<file path="config.mk">
export PLATFORM = sky130hd
export DESIGN_NAME = rx_error_stats
export DESIGN_NICKNAME = d
export VERILOG_FILES = /design/src/rx_stat_pkg.sv /design/src/rx_error_stats.sv /design/src/stat_counter.sv
export SDC_FILE = /design/constraint.sdc
export NUM_CORES = 1
export LEC_CHECK = 0
export ABC_AREA = 1
export ABC_CLOCK_PERIOD_IN_PS = 3360
export BUFFER_PORTS_ARGS = -buffer_cell sky130_fd_sc_hd__buf_2
export CORE_ASPECT_RATIO = 1.1
export CORE_UTILIZATION = 53
export DETAILED_ROUTE_END_ITERATION = 7
export PLACE_DENSITY = 0.77
export SYNTH_ARGS = -nofsm -noshare
export SYNTH_HDL_FRONTEND = slang
export SYNTH_SLANG_ARGS = --single-unit
</file>
<file path="constraint.sdc">
create_clock -name clock_i -period 3.36 [get_ports clock_i]
set_input_delay 0.168 -clock clock_i [delete_from_list [all_inputs] [get_ports clock_i]]
set_output_delay 0.168 -clock clock_i [all_outputs]
set_load 0.05 [all_outputs]
</file>
<file path="src/rx_stat_pkg.sv">
// package: register map, field widths and frame length bounds for receive error counters
package rx_stat_pkg;
  localparam int unsigned ADDR_W         = 3;
  localparam logic [2:0]  OFF_NO_BUFFER  = 3'h0;
  localparam logic [2:0]  OFF_OVERRUN    = 3'h1;
  localparam logic [2:0]  OFF_SYMBOL     = 3'h2;
  localparam logic [2:0]  OFF_OVERLENGTH = 3'h3;
  localparam logic [2:0]  OFF_JABBER     = 3'h4;
  localparam logic [2:0]  OFF_NET_CFG    = 3'h5;
  localparam int unsigned BIG_FRAME_BIT  = 8;
  localparam int unsigned NO_BUFFER_W    = 16;
  localparam int unsigned ERR_CNT_W      = 8;
  localparam int unsigned LEN_W          = 16;
  localparam logic [15:0] MIN_LEN        = 16'h0040;
  localparam logic [15:0] MAX_LEN_STD    = 16'h05ee;
  localparam logic [15:0] MAX_LEN_BIG    = 16'h0600;
  localparam logic [31:0] NET_CFG_RESET  = 32'h0000_0000;
  localparam logic [31:0] UNMAPPED_DATA  = 32'h0000_0000;

  // one frame-end report from the receive path
  typedef struct packed {
    logic             done;
    logic [LEN_W-1:0] length;
    logic             crc_bad;
    logic             odd_bits;
    logic             symbol_err;
    logic             no_buffer;
    logic             dma_overrun;
  } frame_report_t;

  // per-frame increment strobes
  typedef struct packed {
    logic no_buffer;
    logic overrun;
    logic symbol;
    logic overlength;
    logic jabber;
    logic fcs;
    logic align;
  } count_evt_t;
endpackage

</file>
<file path="src/rx_error_stats.sv">
// receive error statistics counters with an avalon-mm register slave
`timescale 1ns/100ps
module rx_error_stats
  import rx_stat_pkg::*;
#(
  parameter int unsigned NO_BUF_WIDTH = NO_BUFFER_W,
  parameter int unsigned ERR_WIDTH    = ERR_CNT_W
) (
  input  wire logic              clock_i,
  input  wire logic              reset_i,
  input  wire frame_report_t     frame_i,
  input  wire logic [ADDR_W-1:0] address_i,
  input  wire logic              read_i,
  input  wire logic              write_i,
  input  wire logic [31:0]       writedata_i,
  input  wire logic [3:0]        byteenable_i,
  output logic [31:0]            readdata_o,
  output logic                   waitrequest_o,
  output logic                   fcs_error_pulse_o,
  output logic                   align_error_pulse_o
);
  localparam int unsigned NUM_CNT = 5;

  logic [31:0]        net_cfg_d;
  logic [31:0]        net_cfg_q;
  logic [31:0]        readdata_d;
  logic [31:0]        readdata_q;
  logic               ack_d;
  logic               ack_q;
  logic               fcs_d;
  logic               fcs_q;
  logic               align_d;
  logic               align_q;
  logic [15:0]        max_len;
  logic               long_frame;
  logic               valid_len;
  logic               any_err;
  count_evt_t         evt;
  logic [31:0]        wmask;
  logic [31:0]        wvalue;
  logic [NUM_CNT-1:0] inc_vec;
  logic [NUM_CNT-1:0] load_vec;
  logic [31:0]        cnt_val [NUM_CNT];
  logic [NUM_CNT-1:0] cnt_sel;
  logic               cfg_sel;
  logic               unmapped;
  logic               wait_d;
  logic               wait_q;

  // length bound follows the big-frame option
  always_comb begin
    max_len    = net_cfg_q[BIG_FRAME_BIT] ? MAX_LEN_BIG : MAX_LEN_STD;
    long_frame = frame_i.length > max_len;
    valid_len  = (frame_i.length >= MIN_LEN) && !long_frame;
    any_err    = frame_i.crc_bad || frame_i.odd_bits || frame_i.symbol_err;
  end

  // classify each finished frame
  always_comb begin
    evt            = '0;
    evt.no_buffer  = frame_i.done && frame_i.no_buffer;
    evt.overrun    = frame_i.done && frame_i.dma_overrun;
    evt.symbol     = frame_i.done && frame_i.symbol_err;
    evt.overlength = frame_i.done && long_frame && !any_err;
    evt.jabber     = frame_i.done && long_frame && any_err;
    evt.fcs        = frame_i.done && valid_len && !frame_i.odd_bits
                     && (frame_i.crc_bad || frame_i.symbol_err);
    evt.align      = frame_i.done && valid_len && frame_i.odd_bits
                     && (frame_i.crc_bad || frame_i.symbol_err);
    inc_vec                 = '0;
    inc_vec[OFF_NO_BUFFER]  = evt.no_buffer;
    inc_vec[OFF_OVERRUN]    = evt.overrun;
    inc_vec[OFF_SYMBOL]     = evt.symbol;
    inc_vec[OFF_OVERLENGTH] = evt.overlength;
    inc_vec[OFF_JABBER]     = evt.jabber;
  end

  // one select line per register, unmapped words select nothing
  always_comb begin
    cnt_sel  = '0;
    cfg_sel  = 1'b0;
    unmapped = 1'b0;
    unique case (address_i)
      OFF_NO_BUFFER: begin
        cnt_sel[OFF_NO_BUFFER] = 1'b1;
      end
      OFF_OVERRUN: begin
        cnt_sel[OFF_OVERRUN] = 1'b1;
      end
      OFF_SYMBOL: begin
        cnt_sel[OFF_SYMBOL] = 1'b1;
      end
      OFF_OVERLENGTH: begin
        cnt_sel[OFF_OVERLENGTH] = 1'b1;
      end
      OFF_JABBER: begin
        cnt_sel[OFF_JABBER] = 1'b1;
      end
      OFF_NET_CFG: begin
        cfg_sel = 1'b1;
      end
      default: begin
        unmapped = 1'b1;
      end
    endcase
  end

  // byte-lane merge; a write lands at the edge that sees waitrequest low
  always_comb begin
    for (int b = 0; b < 4; b++) begin
      wmask[b*8 +: 8] = {8{byteenable_i[b]}};
    end
    load_vec = '0;
    if (write_i && ack_q) begin
      load_vec = cnt_sel;
    end
    wvalue = '0;
    for (int i = 0; i < NUM_CNT; i++) begin
      if (cnt_sel[i]) begin
        wvalue = (cnt_val[i] & ~wmask) | (writedata_i & wmask);
      end
    end
  end

  genvar g;
  generate
    for (g = 0; g < NUM_CNT; g++) begin : g_cnt
      localparam int unsigned W = (g == OFF_NO_BUFFER) ? NO_BUF_WIDTH : ERR_WIDTH;
      logic [W-1:0] count;
      stat_counter #(
        .WIDTH (W)
      ) u_counter (
        .clock_i      (clock_i),
        .reset_i      (reset_i),
        .inc_i        (inc_vec[g]),
        .load_i       (load_vec[g]),
        .load_value_i (wvalue[W-1:0]),
        .count_o      (count)
      );
      assign cnt_val[g] = {{(32-W){1'b0}}, count};
    end
  endgenerate

  // bus slave: take a request, then waitrequest low for one cycle
  always_comb begin
    ack_d      = (read_i || write_i) && !ack_q;
    wait_d     = !ack_d;
    readdata_d = readdata_q;
    if (ack_d) begin
      readdata_d = '0;
      for (int i = 0; i < NUM_CNT; i++) begin
        if (cnt_sel[i]) begin
          readdata_d = cnt_val[i];
        end
      end
      if (cfg_sel) begin
        readdata_d = net_cfg_q;
      end
      if (unmapped) begin
        readdata_d = UNMAPPED_DATA;
      end
    end
  end

  always_ff @(posedge clock_i or posedge reset_i) begin
    if (reset_i) begin
      readdata_q <= '0;
      ack_q      <= 1'b0;
      wait_q     <= 1'b1;
    end else begin
      readdata_q <= readdata_d;
      ack_q      <= ack_d;
      wait_q     <= wait_d;
    end
  end

  // network configuration word; only the big-frame bit acts here
  always_comb begin
    net_cfg_d = net_cfg_q;
    if (write_i && ack_q && cfg_sel) begin
      net_cfg_d = (net_cfg_q & ~wmask) | (writedata_i & wmask);
    end
  end

  always_ff @(posedge clock_i or posedge reset_i) begin
    if (reset_i) begin
      net_cfg_q <= NET_CFG_RESET;
    end else begin
      net_cfg_q <= net_cfg_d;
    end
  end

  // pulses for the fcs and alignment counters kept outside
  always_comb begin
    fcs_d   = evt.fcs;
    align_d = evt.align;
  end

  always_ff @(posedge clock_i or posedge reset_i) begin
    if (reset_i) begin
      fcs_q   <= 1'b0;
      align_q <= 1'b0;
    end else begin
      fcs_q   <= fcs_d;
      align_q <= align_d;
    end
  end

  assign readdata_o          = readdata_q;
  assign waitrequest_o       = wait_q;
  assign fcs_error_pulse_o   = fcs_q;
  assign align_error_pulse_o = align_q;
endmodule

</file>
<file path="src/stat_counter.sv">
// one statistics counter with software load
`timescale 1ns/100ps
module stat_counter #(
  parameter int unsigned WIDTH = 8
) (
  input  wire logic             clock_i,
  input  wire logic             reset_i,
  input  wire logic             inc_i,
  input  wire logic             load_i,
  input  wire logic [WIDTH-1:0] load_value_i,
  output logic      [WIDTH-1:0] count_o
);
  logic [WIDTH-1:0] count_d;
  logic [WIDTH-1:0] count_q;

  always_comb begin
    count_d = count_q;
    if (load_i) begin
      count_d = load_value_i;
    end else if (inc_i) begin
      count_d = count_q + WIDTH'(1);
    end
  end

  always_ff @(posedge clock_i or posedge reset_i) begin
    if (reset_i) begin
      count_q <= '0;
    end else begin
      count_q <= count_d;
    end
  end

  assign count_o = count_q;
endmodule

</file>
==> run summary <==
Status = finished clean
Dominant synthesized flop cell = dfrtp_1
Crit-path max FO = 9
GRT Total Usage = 30.4%
Io pins = 100
Most common cell in the netlist = nand2_1
Syn. warnings = 0
CP Class = flip-flop to flip-flop
Register share of total power = 38.8%
WHS Path Cells = 3
Antenna violations before repair = 0
P_int = 3.42 mW
Initial DRC count = 677
Total wire length = 20200 um
Setup Viol. Count Final = 0
#FFs+latches synth = 116
Clk sinks = 116
Worst IR Drop VDD = 0.000361 V
CTS buffer count = 17
Max Clock Freq = 422 MHz
Hold Path Class = input pin to flip-flop
Fraction of final layout cells sized beyond drive strength 1 = 14.5%
First-pass GRT wire length = 32900 um
Final instance area = 8500 um2
Combinational fraction of design power = 26.5%
PortBufs = 99
Pwr Density = 640 nW/um2
Slew @ Worst Pin = 969 ps
DP Area = 7750 um2
Asr flop ratio synth = 100%
Mapped Cells = 1045
Fin crit share = 70.6%
Post-Syn Nets = 1123
Setup crit end kind = flip-flop
Synth area leaders = dfrtp_1 40%, nand2_1 21%, nand3_1 5.5%, inv_1 5.4%, o21ai_0 5.0%
Post-synth top area cell = dfrtp_1
DRT antenna net count = 0
Routed via count = 7336
RSZ-0062 raised after global routing = false
Min cycle time layout = 2370 ps
Worst-case reg-to-reg path depth = 10
Clk pwr share = 34.6%
Final Hold Vio Count = 0
Die H = 124 um
Post-DP HPWL = 14500 um
Die width = 113 um
Worst-Skew Late Latency = 430 ps
Vias per cell = 5.54
Worst Min Path Start = writedata_i[27]
Slew Limit Fails = 0
Vias in the first global route = 6805
Starting Density = 54.4%
Relative slew slack = 35.3%
Post-synthesis sequential area ratio = 40.6%
P&R area growth vs syn = 18.8%
Number of max-cap violations = 0
CTS tree = yes
Gp weighted congestion = 0.964
Sw Ratio = 37.2%
DR DRC count = 0
Largest net degree at the start of global routing = 63
Clock Skews = 6.35 ps
P_leak = 4.60 nW
Synth cell count leaders = 394 x nand2_1, 115 x dfrtp_1, 103 x inv_1
Row count = 44
Number of diodes = 0
Critical path arrival = 2730 ps
Mapped cell area = 7150 um2
Drt wl/cell = 15.2 um
CTS max path bufs = 2
Worst EP required = 3720 ps
Worst setup SP type = flip-flop
Total Nets Final = 1229
Die ar. = 14000 um2
Share of the synthesized area in the top cell type = 40.2%
Number of H-tree levels = 4
DR pass1 iterations = 5
PostCTS Resize Cnt = 0
Switch Pwr = 2.02 mW
Clock root buffer = clkbuf_16
Number of synthesized flops with an enable pin = 0
Number of library cell types mapped by synthesis = 32
Mapped Avg Cell Area = 6.85 um2
Worst-path clk slew = 50 ps
Total gr overflow = 0
Core Area = 13200 um2
Setup TNS = 0 ps
# fillers = 1179
final cells by class:
type | instances | area, um2 | share of cell area [%]
multi-input combinational | 793 | 3710 | 43.6
sequential | 116 | 2900 | 34.2
timing repair buffer | 115 | 661 | 7.77
clock buffer | 18 | 439 | 5.17
inverter | 108 | 408 | 4.80
tap | 161 | 201 | 2.37
clock inverter | 14 | 176 | 2.08
power by group through the flow:
stage	Clock, mW	Combinational [mW]	Sequential, mW
floorplan	0	0.916	2.16
global placement	0	1.38	2.10
detailed placement	0	1.41	2.12
CTS	1.90	1.43	2.09
global route	1.96	1.64	2.15
finish	1.88	1.44	2.11
metrics by stage:
step / util [%] / hold WS [ps] / power, mW / std cells / setup slack (ps)
2_1_floorplan: - / 241 / 3.08 / 1045 / 121
3_3_place_gp: 58.9 / 331 / 3.49 / 1280 / 1110
3_5_place_dp: 58.9 / 336 / 3.52 / 1280 / 1030
4_1_cts: 64.6 / 0.657 / 5.43 / 1325 / 1010
5_1_grt: 64.6 / 3.70 / 5.75 / 1325 / 789
6_report: 64.6 / 0.0952 / 5.44 / 1325 / 988
worst max-delay path, cell delays in order (launching register included):
cell,delay (ps)
dfrtp_1,460
inv_1,140
ha_1,330
nand3_1,100
nor2_1,110
nand2_1,60
nand3_1,170
nand4_1,390
nand2_1,390
nand2_1,90
nand2_1,70
logic make-up (layout without fill, tap and decap cells):
kind of cell	after synthesis	count (layout)	synth area share, %
fa+ha+maj	13	13	2.27
buf+inv	136	255	7.56
compound gates	145	145	10.8
mux	14	14	2.20
xor+xnor	14	14	1.71
simple gates	607	607	34.8
flops	116	116	40.6
layer usage:
metal,routed length [um],GRT usage (%),vias up
met2,9600,51.6,333
met3,1470,4.96,45
met4,603,12.8,0
met5,0,0,-
li1,-,-,3571
met1,8500,38.6,3387
timing repair:
action | 4_1_cts | 5_1_grt
buffers inserted | 0 | 0
endpoints found under the hold margin | 67 | 0
hold buffers | 13 | 0
layout by cell type (no fill, tap or decap), drive strengths merged, types with 10 or more instances in the layout:
master	instances
nand2	400
dfrtp	115
inv	111
buf	102
nor2	99
nand3	79
o21ai	74
a21oi	47
clkbuf	18
mux2	14
nand4	13
ha	13
dlygate4sd3	13
nor3	12
xor2	11
o211ai	10
path summary, 6_finish.rpt:
kind                       slack [ps]                            end
max                               990  g_cnt[4].u_counter.count_o[7]
min                               0.1                      flip-flop
max reg2reg                       990  g_cnt[4].u_counter.count_o[7]
min reg2reg                       470                  readdata_o[2]
max in group asynchronous        2160                  waitrequest_o
min in group asynchronous         410                 readdata_o[18]
(Power assumes the default switching activity.)
